`src/pkg/ecab_pkg.sv`:
```
// Constants, field layouts and carrier types for the external-control access and barrier unit
package ecab_pkg;

  // Instruction encoding
  localparam logic [5:0] OPC_PRIMARY = 6'h1f;
  localparam logic [9:0] XO_EXT_LOAD = 10'h136;
  localparam logic [9:0] XO_EXT_STORE = 10'h1b6;
  localparam logic [9:0] XO_BARRIER = 10'h356;

  // Register byte offsets on the Wishbone slave
  localparam logic [3:0] REG_EXT_ACCESS = 4'h0;
  localparam logic [3:0] REG_CTRL = 4'h4;
  localparam logic [3:0] REG_STATUS = 4'h8;

  // ext_access_reg layout and reset value
  localparam int EXT_EN_BIT = 31;
  localparam int RID_W = 6;
  localparam logic [31:0] EXT_ACCESS_RST = 32'h0000_0000;

  // Control register layout and reset value
  localparam int CTRL_DR_BIT = 0;
  localparam int CTRL_ALIGN_BIT = 1;
  localparam logic [31:0] CTRL_RST = 32'h0000_0003;

  // Status register layout
  localparam int ST_STATE_LSB = 0;
  localparam int ST_FENCE1_BIT = 3;
  localparam int ST_FENCE2_BIT = 4;
  localparam int ST_DSI_BIT = 8;
  localparam int ST_ALIGN_BIT = 9;
  localparam int ST_CNT1_LSB = 16;
  localparam int ST_CNT2_LSB = 24;

  // Sequencer states, Gray coded along idle-xlate-issue-ldwait
  typedef enum logic [1:0] {
    ECAB_IDLE = 2'h0,
    ECAB_XLATE = 2'h1,
    ECAB_ISSUE = 2'h3,
    ECAB_LDWAIT = 2'h2
  } ecab_state_t;

  // Kind of work on the op port
  typedef enum logic {
    ECAB_OP_INSTR = 1'b0,
    ECAB_OP_ACCESS = 1'b1
  } ecab_kind_t;

  // Instruction decode result
  typedef enum logic [1:0] {
    ECAB_DEC_NONE = 2'h0,
    ECAB_DEC_LOAD = 2'h1,
    ECAB_DEC_STORE = 2'h2,
    ECAB_DEC_BARRIER = 2'h3
  } ecab_dec_t;

  // One op from the pipeline: an instruction or an ordinary access
  typedef struct packed {
    ecab_kind_t kind;
    logic [31:0] instr;
    logic [63:0] addr;
    logic [63:0] data;
    logic store;
    logic dcbz;
    logic ci_guarded;
    logic wt_req;
    logic coherent;
    logic cache_allowed;
    logic align_fault;
  } ecab_op_t;

  // Register operands read for the instruction
  typedef struct packed {
    logic [63:0] base_gpr;
    logic [63:0] index_gpr;
    logic [63:0] source_gpr;
  } ecab_gpr_t;

  // Request into the memory queue
  typedef struct packed {
    logic [63:0] addr;
    logic [63:0] data;
    logic store;
    logic bypass;
    logic ext;
    logic [RID_W-1:0] rid;
    logic cls1;
    logic cls2;
  } ecab_mreq_t;

  // Completion from the memory subsystem
  typedef struct packed {
    logic cls1;
    logic cls2;
    logic ext_load;
    logic [31:0] data;
  } ecab_mack_t;

endpackage : ecab_pkg

```
`src/hdl/ecab_unit.sv`:
```
// External-control word transfers and I/O ordering barrier for the load/store side
//
// The implementer's own choices: the address map and the Wishbone register port.
`timescale 1ns/1ps
module ecab_unit #(
  parameter int CNT_W = 8
) (
  // Clock and reset
  input wire logic clk_i,
  input wire logic rst_i,
  // Op port from the pipeline
  input wire logic op_valid_i,
  input wire ecab_pkg::ecab_op_t op_i,
  input wire ecab_pkg::ecab_gpr_t gpr_i,
  output logic op_ready_o,
  // Result write-back
  output logic gpr_wr_valid_o,
  output logic [4:0] gpr_wr_tgt_o,
  output logic [63:0] gpr_wr_data_o,
  // Fault pulses
  output logic dsi_o,
  output logic align_o,
  output logic ill_o,
  // Address translation handshake
  output logic xl_req_o,
  output logic [63:0] xl_ea_o,
  output logic xl_store_o,
  input wire logic xl_ack_i,
  input wire logic [63:0] xl_paddr_i,
  input wire logic xl_fault_i,
  // Memory queue
  output logic mem_valid_o,
  output ecab_pkg::ecab_mreq_t mem_req_o,
  input wire logic mem_ready_i,
  input wire logic mem_ack_i,
  input wire ecab_pkg::ecab_mack_t mem_ack_data_i,
  // Barrier broadcast
  output logic bcast_o,
  // Wishbone slave
  input wire logic wb_cyc_i,
  input wire logic wb_stb_i,
  input wire logic wb_we_i,
  input wire logic [3:0] wb_adr_i,
  input wire logic [3:0] wb_sel_i,
  input wire logic [31:0] wb_dat_i,
  output logic [31:0] wb_dat_o,
  output logic wb_ack_o
);

  // Sequencer state
  ecab_pkg::ecab_state_t state;
  // Staged request waiting for the ordering check
  ecab_pkg::ecab_mreq_t hold_q;
  // Latched instruction context
  logic [4:0] tgt_q;
  logic st_q;
  logic [31:0] src_q;
  logic [ecab_pkg::RID_W-1:0] rid_q;
  // Outstanding counts and barrier fences per class
  logic [CNT_W-1:0] cnt1;
  logic [CNT_W-1:0] cnt2;
  logic fence1;
  logic fence2;
  // Software registers
  logic [31:0] ext_access_reg;
  logic [31:0] ctrl_reg;
  logic dsi_seen;
  logic align_seen;

  // Decode one instruction word into its kind
  function automatic ecab_pkg::ecab_dec_t decode(input logic [31:0] w);
    ecab_pkg::ecab_dec_t d;
    d = ecab_pkg::ECAB_DEC_NONE;
    if (w[31:26] == ecab_pkg::OPC_PRIMARY && !w[0]) begin
      if (w[10:1] == ecab_pkg::XO_EXT_LOAD) begin
        d = ecab_pkg::ECAB_DEC_LOAD;
      end else if (w[10:1] == ecab_pkg::XO_EXT_STORE) begin
        d = ecab_pkg::ECAB_DEC_STORE;
      end else if (w[10:1] == ecab_pkg::XO_BARRIER && w[25:11] == 15'h0000) begin
        d = ecab_pkg::ECAB_DEC_BARRIER;
      end
    end
    return d;
  endfunction : decode

  // Effective address: base counts as zero when its field is zero
  function automatic logic [63:0] ea_form(input logic [4:0] ra, input logic [63:0] base,
                                          input logic [63:0] index);
    return ((ra == 5'h00) ? 64'h0 : base) + index;
  endfunction : ea_form

  // Ordering class of an ordinary access; a faulting dcbz is in neither
  function automatic logic [1:0] classify(input ecab_pkg::ecab_op_t o);
    logic st;
    logic c1;
    logic c2;
    st = o.store | o.dcbz;
    c1 = o.ci_guarded | (st & o.wt_req);
    c2 = st & o.cache_allowed & ~o.wt_req & o.coherent;
    return o.align_fault ? 2'h0 : {c1, c2};
  endfunction : classify

  // Combinational view of the op being offered
  logic op_acc;
  ecab_pkg::ecab_dec_t dec_now;
  logic is_instr;
  logic ext_acc;
  logic bar_acc;
  logic [63:0] ea_now;
  logic ext_en;
  logic mis_now;
  logic trap_now;
  logic [1:0] cls_now;
  logic fenced;
  logic issue_go;
  logic ack1;
  logic ack2;

  assign op_acc = op_valid_i && op_ready_o;
  assign dec_now = decode(op_i.instr);
  assign is_instr = op_i.kind == ecab_pkg::ECAB_OP_INSTR;
  assign ext_acc = op_acc && is_instr &&
                   (dec_now == ecab_pkg::ECAB_DEC_LOAD || dec_now == ecab_pkg::ECAB_DEC_STORE);
  assign bar_acc = op_acc && is_instr && dec_now == ecab_pkg::ECAB_DEC_BARRIER;
  assign ea_now = ea_form(op_i.instr[20:16], gpr_i.base_gpr, gpr_i.index_gpr);
  assign ext_en = ext_access_reg[ecab_pkg::EXT_EN_BIT];
  assign mis_now = ea_now[1:0] != 2'h0;
  assign trap_now = mis_now && ctrl_reg[ecab_pkg::CTRL_ALIGN_BIT];
  assign cls_now = classify(op_i);
  // Later accesses of a fenced class wait until earlier ones are acknowledged
  assign fenced = (hold_q.cls1 && fence1) || (hold_q.cls2 && fence2);
  assign issue_go = state == ecab_pkg::ECAB_ISSUE && !fenced && (!mem_valid_o || mem_ready_i);
  assign ack1 = mem_ack_i && mem_ack_data_i.cls1;
  assign ack2 = mem_ack_i && mem_ack_data_i.cls2;

  // Sequencer: accepts ops, translates, stages and waits for load data
  always_ff @(posedge clk_i) begin
    if (rst_i) begin
      state <= ecab_pkg::ECAB_IDLE;
      op_ready_o <= 1'b0;
      hold_q <= '0;
      tgt_q <= 5'h00;
      st_q <= 1'b0;
      src_q <= 32'h0000_0000;
      rid_q <= '0;
      xl_req_o <= 1'b0;
      xl_ea_o <= 64'h0;
      xl_store_o <= 1'b0;
      gpr_wr_valid_o <= 1'b0;
      gpr_wr_tgt_o <= 5'h00;
      gpr_wr_data_o <= 64'h0;
      dsi_o <= 1'b0;
      align_o <= 1'b0;
      ill_o <= 1'b0;
      bcast_o <= 1'b0;
    end else begin
      // Pulses last one cycle
      gpr_wr_valid_o <= 1'b0;
      dsi_o <= 1'b0;
      align_o <= 1'b0;
      ill_o <= 1'b0;
      bcast_o <= 1'b0;
      unique case (state)
        ecab_pkg::ECAB_IDLE: begin
          op_ready_o <= 1'b1;
          if (op_acc && !is_instr) begin
            // Ordinary access: stage it for the ordering check
            hold_q.addr <= op_i.addr;
            hold_q.data <= op_i.data;
            hold_q.store <= op_i.store | op_i.dcbz;
            hold_q.bypass <= ~op_i.cache_allowed;
            hold_q.ext <= 1'b0;
            hold_q.rid <= '0;
            hold_q.cls1 <= cls_now[1];
            hold_q.cls2 <= cls_now[0];
            op_ready_o <= 1'b0;
            state <= ecab_pkg::ECAB_ISSUE;
          end else if (bar_acc) begin
            // Barrier retires at once; the fences do the waiting
            bcast_o <= 1'b1;
          end else if (ext_acc) begin
            tgt_q <= op_i.instr[25:21];
            st_q <= dec_now == ecab_pkg::ECAB_DEC_STORE;
            src_q <= gpr_i.source_gpr[31:0];
            rid_q <= ext_access_reg[ecab_pkg::RID_W-1:0];
            if (!ext_en) begin
              // Disabled access never reaches the device, even if misaligned
              dsi_o <= 1'b1;
            end else if (trap_now) begin
              align_o <= 1'b1;
            end else if (ctrl_reg[ecab_pkg::CTRL_DR_BIT]) begin
              // Translate as a one-byte access of the right direction
              xl_req_o <= 1'b1;
              xl_ea_o <= ea_now;
              xl_store_o <= dec_now == ecab_pkg::ECAB_DEC_STORE;
              op_ready_o <= 1'b0;
              state <= ecab_pkg::ECAB_XLATE;
            end else begin
              // Real mode: EA used untranslated, result is boundedly undefined
              hold_q.addr <= {ea_now[63:2], 2'h0};
              hold_q.data <= {32'h0000_0000, gpr_i.source_gpr[31:0]};
              hold_q.store <= dec_now == ecab_pkg::ECAB_DEC_STORE;
              hold_q.bypass <= 1'b1;
              hold_q.ext <= 1'b1;
              hold_q.rid <= ext_access_reg[ecab_pkg::RID_W-1:0];
              hold_q.cls1 <= 1'b1;
              hold_q.cls2 <= 1'b0;
              op_ready_o <= 1'b0;
              state <= ecab_pkg::ECAB_ISSUE;
            end
          end else if (op_acc) begin
            ill_o <= 1'b1;
          end
        end
        ecab_pkg::ECAB_XLATE: begin
          if (xl_ack_i) begin
            xl_req_o <= 1'b0;
            if (xl_fault_i) begin
              // Protection failure reported as a data storage fault
              dsi_o <= 1'b1;
              op_ready_o <= 1'b1;
              state <= ecab_pkg::ECAB_IDLE;
            end else begin
              // Misaligned low bits are dropped: the word is undefined anyway
              hold_q.addr <= {xl_paddr_i[63:2], 2'h0};
              hold_q.data <= {32'h0000_0000, src_q};
              hold_q.store <= st_q;
              hold_q.bypass <= 1'b1;
              hold_q.ext <= 1'b1;
              hold_q.rid <= rid_q;
              hold_q.cls1 <= 1'b1;
              hold_q.cls2 <= 1'b0;
              state <= ecab_pkg::ECAB_ISSUE;
            end
          end
        end
        ecab_pkg::ECAB_ISSUE: begin
          if (issue_go) begin
            if (hold_q.ext && !hold_q.store) begin
              state <= ecab_pkg::ECAB_LDWAIT;
            end else begin
              op_ready_o <= 1'b1;
              state <= ecab_pkg::ECAB_IDLE;
            end
          end
        end
        ecab_pkg::ECAB_LDWAIT: begin
          if (mem_ack_i && mem_ack_data_i.ext_load) begin
            gpr_wr_valid_o <= 1'b1;
            gpr_wr_tgt_o <= tgt_q;
            gpr_wr_data_o <= {32'h0000_0000, mem_ack_data_i.data};
            op_ready_o <= 1'b1;
            state <= ecab_pkg::ECAB_IDLE;
          end
        end
      endcase
    end
  end

  // Memory queue output register; one request in flight on the port
  always_ff @(posedge clk_i) begin
    if (rst_i) begin
      mem_valid_o <= 1'b0;
      mem_req_o <= '0;
    end else if (issue_go) begin
      // Single in-order port keeps guarded stores in program order
      mem_valid_o <= 1'b1;
      mem_req_o <= hold_q;
    end else if (mem_ready_i) begin
      mem_valid_o <= 1'b0;
    end
  end

  // Outstanding counters; saturation is not handled, size CNT_W for the queue depth
  always_ff @(posedge clk_i) begin
    if (rst_i) begin
      cnt1 <= '0;
      cnt2 <= '0;
    end else begin
      cnt1 <= cnt1 + CNT_W'(issue_go && hold_q.cls1) - CNT_W'(ack1);
      cnt2 <= cnt2 + CNT_W'(issue_go && hold_q.cls2) - CNT_W'(ack2);
    end
  end

  // Barrier fences: raised by the barrier, dropped once the class drains
  always_ff @(posedge clk_i) begin
    if (rst_i) begin
      fence1 <= 1'b0;
      fence2 <= 1'b0;
    end else begin
      if (bar_acc && cnt1 != '0) begin
        fence1 <= 1'b1;
      end else if (cnt1 == '0) begin
        fence1 <= 1'b0;
      end
      if (bar_acc && cnt2 != '0) begin
        fence2 <= 1'b1;
      end else if (cnt2 == '0) begin
        fence2 <= 1'b0;
      end
    end
  end

  // Wishbone: ack one cycle after the strobe, write on the ack edge
  logic wb_req;
  logic wb_wr;
  logic [31:0] rd_mux;
  logic [31:0] wmask;

  assign wb_req = wb_cyc_i && wb_stb_i;
  assign wb_wr = wb_req && wb_we_i && wb_ack_o;
  assign wmask = {{8{wb_sel_i[3]}}, {8{wb_sel_i[2]}}, {8{wb_sel_i[1]}}, {8{wb_sel_i[0]}}};

  // Read selection; unmapped offsets read zero
  always_comb begin
    rd_mux = 32'h0000_0000;
    unique case (wb_adr_i)
      ecab_pkg::REG_EXT_ACCESS: begin
        rd_mux[ecab_pkg::EXT_EN_BIT] = ext_access_reg[ecab_pkg::EXT_EN_BIT];
        rd_mux[ecab_pkg::RID_W-1:0] = ext_access_reg[ecab_pkg::RID_W-1:0];
      end
      ecab_pkg::REG_CTRL: begin
        rd_mux[ecab_pkg::CTRL_DR_BIT] = ctrl_reg[ecab_pkg::CTRL_DR_BIT];
        rd_mux[ecab_pkg::CTRL_ALIGN_BIT] = ctrl_reg[ecab_pkg::CTRL_ALIGN_BIT];
      end
      ecab_pkg::REG_STATUS: begin
        rd_mux[ecab_pkg::ST_STATE_LSB +: 2] = state;
        rd_mux[ecab_pkg::ST_FENCE1_BIT] = fence1;
        rd_mux[ecab_pkg::ST_FENCE2_BIT] = fence2;
        rd_mux[ecab_pkg::ST_DSI_BIT] = dsi_seen;
        rd_mux[ecab_pkg::ST_ALIGN_BIT] = align_seen;
        rd_mux[ecab_pkg::ST_CNT1_LSB +: 8] = 8'(cnt1);
        rd_mux[ecab_pkg::ST_CNT2_LSB +: 8] = 8'(cnt2);
      end
      default: begin
        rd_mux = 32'h0000_0000;
      end
    endcase
  end

  // Bus handshake and read data
  always_ff @(posedge clk_i) begin
    if (rst_i) begin
      wb_ack_o <= 1'b0;
      wb_dat_o <= 32'h0000_0000;
    end else begin
      wb_ack_o <= wb_req && !wb_ack_o;
      if (wb_req && !wb_ack_o) begin
        wb_dat_o <= rd_mux;
      end
    end
  end

  // Software registers; only defined bits are stored
  always_ff @(posedge clk_i) begin
    if (rst_i) begin
      ext_access_reg <= ecab_pkg::EXT_ACCESS_RST;
      ctrl_reg <= ecab_pkg::CTRL_RST;
    end else if (wb_wr && wb_adr_i == ecab_pkg::REG_EXT_ACCESS) begin
      ext_access_reg <= (ext_access_reg & ~wmask) | (wb_dat_i & wmask &
                        ((32'h1 << ecab_pkg::EXT_EN_BIT) | 32'(2**ecab_pkg::RID_W - 1)));
    end else if (wb_wr && wb_adr_i == ecab_pkg::REG_CTRL) begin
      ctrl_reg <= (ctrl_reg & ~wmask) | (wb_dat_i & wmask & 32'h0000_0003);
    end
  end

  // Sticky fault flags, write one to clear; a new fault wins over the clear
  always_ff @(posedge clk_i) begin
    if (rst_i) begin
      dsi_seen <= 1'b0;
      align_seen <= 1'b0;
    end else begin
      if (dsi_o) begin
        dsi_seen <= 1'b1;
      end else if (wb_wr && wb_adr_i == ecab_pkg::REG_STATUS && wb_sel_i[1] &&
                   wb_dat_i[ecab_pkg::ST_DSI_BIT]) begin
        dsi_seen <= 1'b0;
      end
      if (align_o) begin
        align_seen <= 1'b1;
      end else if (wb_wr && wb_adr_i == ecab_pkg::REG_STATUS && wb_sel_i[1] &&
                   wb_dat_i[ecab_pkg::ST_ALIGN_BIT]) begin
        align_seen <= 1'b0;
      end
    end
  end
endmodule : ecab_unit

```
`config.mk`:
```
export PLATFORM = sky130hd
export DESIGN_NAME = ecab_unit
export DESIGN_NICKNAME = d
export VERILOG_FILES = /design/src/pkg/ecab_pkg.sv /design/src/hdl/ecab_unit.sv
export SDC_FILE = /design/constraint.sdc
export NUM_CORES = 1
export LEC_CHECK = 0
export BUFFER_PORTS_ARGS = -buffer_cell sky130_fd_sc_hd__buf_2
export CAP_MARGIN = 20
export CORE_AREA = 2 2 323 325
export CTS_CLUSTER_DIAMETER = 40
export DETAILED_ROUTE_END_ITERATION = 6
export DIE_AREA = 0 0 325 327
export SYNTH_ARGS = -nofsm -noshare
export SYNTH_HDL_FRONTEND = slang
export SYNTH_SLANG_ARGS = --single-unit
export TNS_END_PERCENT = 50
```
`constraint.sdc`:
```
create_clock -name clk_i -period 6.42 [get_ports clk_i]
set_clock_uncertainty 0.2 [all_clocks]
set_input_delay 1.284 -clock clk_i [delete_from_list [all_inputs] [get_ports clk_i]]
set_output_delay 1.284 -clock clk_i [all_outputs]
set_load 0.05 [all_outputs]
```
==> results.toml, run 1 <==
[placed_design]
dpl.hpwl_um = 79300
place_congestion = 0.877
port_buffers = 724
placed_area_sq_um = 29100

[cells_and_area]
fin_area_sq_um = 32200
fill_cells = 11100
fin_nets = 4448
syn_to_final_growth_pct = 33.6
drive_gt1_share_pct = 25.0

[clock_tree]
cts_setup_buffers = 0
clock-root-buffer = "clkbuf_16"
h-tree-depth = 3
clkLatencyLatePin_ns = 0.66
numCtsBuffers = 90
cts_resized = 0
clk_path_buf_depth = 3
cts_tree = "built"
ctsHoldBuffers = 0
clk_pin_slew_ns = 0.06
cts.sinks = 488

[drt]
drt-initial-drc-count = 1924
postRouteAntennaNets = 0
firstDrtPassIters = 5
via_per_inst = 4.75
wl_um = 106000
drc = 0
wl_per_cell_um = 20.0
vias = 25200

[grt]
grt-ovfl-total = 0
grt_pass1_wl_um = 153000
track_usage_pct = 19.0
antenna_found_initial = 29
grt_max_degree = 187
first_global_vias = 23800

[synth]
synthesis.instances = 3212
synth_edf_count = 0
ys_types = 83
ys_seq_elements = 488
ys.flop_type = "dfxtp_1"
syn_area_sq_um = 24100
yosys_warnings = 0
synth.avg_cell_area_sq_um = 7.52
synth_seq_area_share_pct = 40.5
postSynth.asyncResetShare_pct = 0

[critical_path]
cp-start-kind = "input port"
crit_chain = "buf_2, or4_1, nor2_4, nor2b_1, ha_1, fa_1, a211oi_1, o211ai_1, a21boi_1, o21ai_2, a31o_2, a31oi_1, a21oi_1, xor2_1, nand2_1, a311oi_1"
worst_r2r_path_depth = 14
worstSetupPathType = "in2reg"
crit_path_max_fanout = 6
cp_top_family = "compound AO/OA/AOI/OAI gates"
worst-path-buf-inv = 1
path_depth = 16
critPathArrivalTime_ns = 5.90
cpPeakStageDelay_ns = 0.57
cpMaxStageDelayCell = "or4_1"
cp_data_required_time_ns = 6.76
cp-end-kind = "flop"

[die]
core_sq_um = 103000
die_h_um = 327
row_count = 118
ioPinCount = 823
fp.dieW_um = 325
start_util_pct = 23.5
die-area_sq_um = 106000

[power]
peakVddDrop_mv = 0.221
power_mw = 10.3
p_per_area_nw_per_um2 = 319
p_leak_nw = 13.4

[worst_hold_path]
hp-class = "reg2reg"
hold_depth = 2

[flow_run]
maxCapViolations = 0

[sta]
min_period_ns = 5.56
worst_pin_slew_ns = 1.06
setup_violations = 0
whs_ns = 0.232
slew_headroom_pct = 29.2
fmax_mhz = 180
finalMaxSlewViolations = 0
rsz0062_at_grt = "no"
hold_viol = 0
period_share_pct = 86.6
final.setup.tns_ns = 0

[status]
status = "complete, no violations"
-- metal layers --
metal | GRT usage [%] | vias to the layer above | wire length, um
li1 | - | 12200 | -
met1 | 23.1 | 11800 | 43800
met2 | 31.1 | 971 | 49000
met3 | 5.56 | 233 | 8910
met4 | 8.29 | 16 | 4320
met5 | 0 | - | 110
-- metrics by stage --
stage | setup WS [ns] | instances | utilization (%)
after floorplan | 1.02 | 3251 | -
after CTS | 0.843 | 5303 | 31.3
final | 0.859 | 5317 | 31.3
after detailed placement | 0.156 | 5137 | 28.3
after global placement | 0.150 | 5137 | 28.3
after global routing | 0.658 | 5311 | 31.3
-- power by group --
| part | internal, mW | total [mW] | switching [mW] |
|---|---|---|---|
| Clock | 3.07 | 4.87 | 1.80 |
| Combinational | 0.729 | 2.17 | 1.44 |
| Sequential | 3.16 | 3.26 | 0.100 |
| Total | 6.96 | 10.3 | 3.34 |
-- cell type report --
cell class | count | area (sq um) | area share, %
Multi-Input combinational cell | 2446 | 13300 | 41.1
Clock inverter | 55 | 662 | 2.05
Timing Repair Buffer | 776 | 4150 | 12.9
Clock buffer | 111 | 2470 | 7.66
Antenna cell | 14 | 35.0 | 0.109
Sequential cell | 488 | 9770 | 30.3
Inverter | 47 | 176 | 0.547
Tap cell | 1380 | 1730 | 5.36
-- cells in the mapped netlist (26+ instances only) --
| cell | n | area [sq um] |
|---|---|---|
| nand2_1 | 849 | 3190 |
| nor3_1 | 31 | 155 |
| clkbuf_1 | 201 | 754 |
| buf_4 | 40 | 300 |
| a21oi_1 | 502 | 2510 |
| inv_1 | 46 | 173 |
| ha_1 | 87 | 1090 |
| nor2_1 | 192 | 721 |
| o211ai_1 | 49 | 368 |
| a311oi_1 | 26 | 228 |
| xnor2_1 | 47 | 412 |
| nand4_1 | 26 | 163 |
| dfxtp_1 | 488 | 9770 |
| a21o_1 | 26 | 195 |
| nor2b_1 | 77 | 482 |
| o21ai_0 | 68 | 340 |
| nand3_1 | 103 | 515 |
-- worst min-delay path: stages, from the launching register on --
cell	delay, ns
dfxtp_1	0.31
nand2_1	0.05
a21oi_1	0.05
-- placed cells by master (no fill, tap or decap), drive strengths merged, types with 31 or more instances in the layout --
cell type,synthesis,final
inv,47,66
a21oi,507,507
nor2,192,192
dfxtp,488,488
o21ai,78,78
nor2b,77,77
ha,87,87
nand3,103,103
o211ai,51,51
nand2,850,850
nor3,31,31
clkbuf,201,111
xnor2,47,47
buf,69,776
conb,1,40
-- worst paths after layout --
path                                endpoint               startpoint  slack (ns)
hold / removal    mem_req_o[88]$_SDFFE_PP0P_  hold_q[88]$_SDFFE_PP0P_        0.23
setup / recovery    hold_q[133]$_SDFFE_PP0P_                op_i[151]        0.86
hold reg to reg   mem_req_o[88]$_SDFFE_PP0P_  hold_q[88]$_SDFFE_PP0P_        0.23
setup reg to reg          cnt2[7]$_SDFF_PP0_    state[0]$_SDFFE_PP0P_        2.21
-- cells by family after synthesis --
family                     synth area share, %
DFF                                       40.5
buffers and inverters                     5.65
and+or+nand+nor                           24.3
muxes                                     1.04
adders and majority gates                 4.76
other                                   0.0155
AOI/OAI and AO/OA                         21.2
xor gates and xnor gates                  2.58
-- registers in the layout, indices dropped and copies added (netlist names), 2 cells and up, named ones only --
register and cells:
cnt1 8, xl_ea_o 64, hold_q 139, mem_req_o 139, src_q 32, gpr_wr_tgt_o 5
rid_q 6, tgt_q 5, cnt2 8, wb_dat_o 24, state 2, gpr_wr_data_o 32
No activity file was read; power rests on OpenSTA's default activity.
==> run 2, diff against run 1 <==
- clock period: 6.42 -> 5.3 ns (I/O delays scaled with it)
==> results.toml, run 2 (synthesis results as in run 1) <==
[drt]
vias = 25800
wl_per_cell_um = 19.7
wl_um = 108000
drt-initial-drc-count = 1811
firstDrtPassIters = 5
drc = 0
postRouteAntennaNets = 0
via_per_inst = 4.73

[placed_design]
port_buffers = 724
dpl.hpwl_um = 80800
dpl.cell_count = 5281
place_congestion = 0.919
placed_area_sq_um = 30200

[critical_path]
worst_r2r_path_depth = 17
r2r_start = "state[0]$_SDFFE_PP0P_"
startpoint = "op_i[151]"
cp-start-kind = "input port"
timing.rr.end = "cnt2[6]$_SDFF_PP0_"
worstSetupPathType = "in2reg"
rrSetupSlack_ns = 1.34
cp_data_required_time_ns = 5.66
cp-end-kind = "flop"
crit_path_max_fanout = 6
critPathArrivalTime_ns = 5.20

[die]
start_util_pct = 23.5
ioPinCount = 823
die_h_um = 327
row_count = 118
fp.dieW_um = 325
die-area_sq_um = 106000
core_sq_um = 103000

[clock_tree]
cts_tree = "built"
clk_path_buf_depth = 3
cts.sinks = 488
h-tree-depth = 3
clk_pin_slew_ns = 0.05
numCtsBuffers = 92
clock-root-buffer = "clkbuf_16"
cts_setup_buffers = 0
ctsHoldBuffers = 0
clkLatencyLatePin_ns = 0.67
cts_resized = 0

[grt]
track_usage_pct = 19.3
grt_max_degree = 152
grt_pass1_wl_um = 156000
first_global_vias = 24700
antenna_found_initial = 22
grt-ovfl-total = 0

[sta]
min_period_ns = 4.84
setup_violations = 0
period_share_pct = 91.3
finalMaxSlewViolations = 0
rsz0062_at_grt = "no"
final.setup.tns_ns = 0
worst_pin_slew_ns = 0.885
slew_headroom_pct = 41.0
fmax_mhz = 207
hold_viol = 0

[cells_and_area]
syn_to_final_growth_pct = 39.1
fin_cells = 5465
fin_area_sq_um = 33600
drive_gt1_share_pct = 27.8
fin_nets = 4594
reg_top3 = "hold_q (139), mem_req_o (139), xl_ea_o (64)"
fin_util_pct = 32.6
most-common-layout-cells = "nand2_1 (849), buf_2 (723), a21oi_1 (502), dfxtp_1 (488), nor2_1 (188)"
final_common_cell = "nand2_1"

[worst_hold_path]
min_to = "mem_req_o[78]$_SDFFE_PP0P_"
hp-class = "reg2reg"
min_from = "hold_q[78]$_SDFFE_PP0P_"
hold_depth = 2

[power]
p_leak_nw = 14.2
power_mw = 13.0
peakVddDrop_mv = 0.266
p_per_area_nw_per_um2 = 389

[flow_run]
maxCapViolations = 0

[status]
status = "complete, no violations"
-- run 2: cell count changes in the layout (fill, tap and decap cells not counted), moves of 3 or more --
cell and delta:
buf_12 +5, buf_4 +139, inv_6 -7, clkinvlp_4 -3, clkinv_2 +5, inv_8 +4, clkbuf_8 -3, bufinv_16 +6
-- run 2: per-layer routing --
metal / track usage, % / vias to the layer above / part of all wire (%) / wire length, um
met2: 32.4 / 901 / 47 / 50400
met1: 23.5 / 12200 / 42 / 44900
li1: - / 12500 / - / -
met5: 0 / - / 0.045 / 48
met3: 5.00 / 212 / 7.6 / 8150
met4: 7.33 / 8 / 3.8 / 4140
-- run 2: metrics by stage --
stage / hold WS (ns) / setup slack [ns]
6_report: 0.238 / 0.459
5_1_grt: 0.254 / 0.224
4_1_cts: 0.231 / 0.508
3_5_place_dp: 0.239 / -0.194
3_3_place_gp: 0.236 / -0.161
2_1_floorplan: 0.220 / 0.127
-- run 2: layout make-up --
cell class                 count  area, sq um
clock inverter                63          858
antenna                       13         32.5
clock buffer                 108         2470
timing repair buffer         920         5290
sequential                   488         9770
tap                         1380         1730
fill                       11100        69300
inverter                      47          176
multi-input combinational   2446        13300
-- run 2: critical path, cell delays in order --
cell	delay, ns
buf_2	0.09
or4_1	0.58
nor2_4	0.16
buf_12	0.15
nor2b_1	0.05
ha_1	0.21
fa_1	0.45
a211oi_1	0.37
o211ai_1	0.19
a21boi_1	0.28
o21ai_2	0.14
a31o_2	0.32
a31oi_1	0.33
a21oi_1	0.13
xor2_1	0.28
nand2_1	0.12
a311oi_1	0.26
-- run 2: worst max path at each step --
stage / slack, ns / endpoint
after floorplan: 0.13 / hold_q[133]$_SDFFE_PP0P_
after global placement: -0.16 / hold_q[133]$_SDFFE_PP0P_
after detailed placement: -0.19 / hold_q[127]$_SDFFE_PP0P_
after CTS: 0.51 / hold_q[127]$_SDFFE_PP0P_
after global routing: 0.22 / hold_q[133]$_SDFFE_PP0P_
final: 0.46 / hold_q[133]$_SDFFE_PP0P_
-- run 2: power by group --
group,internal [mW],switching [mW]
sequential,3.83,0.126
clock,4.03,2.23
combinational,1.04,1.79
total,8.90,4.14
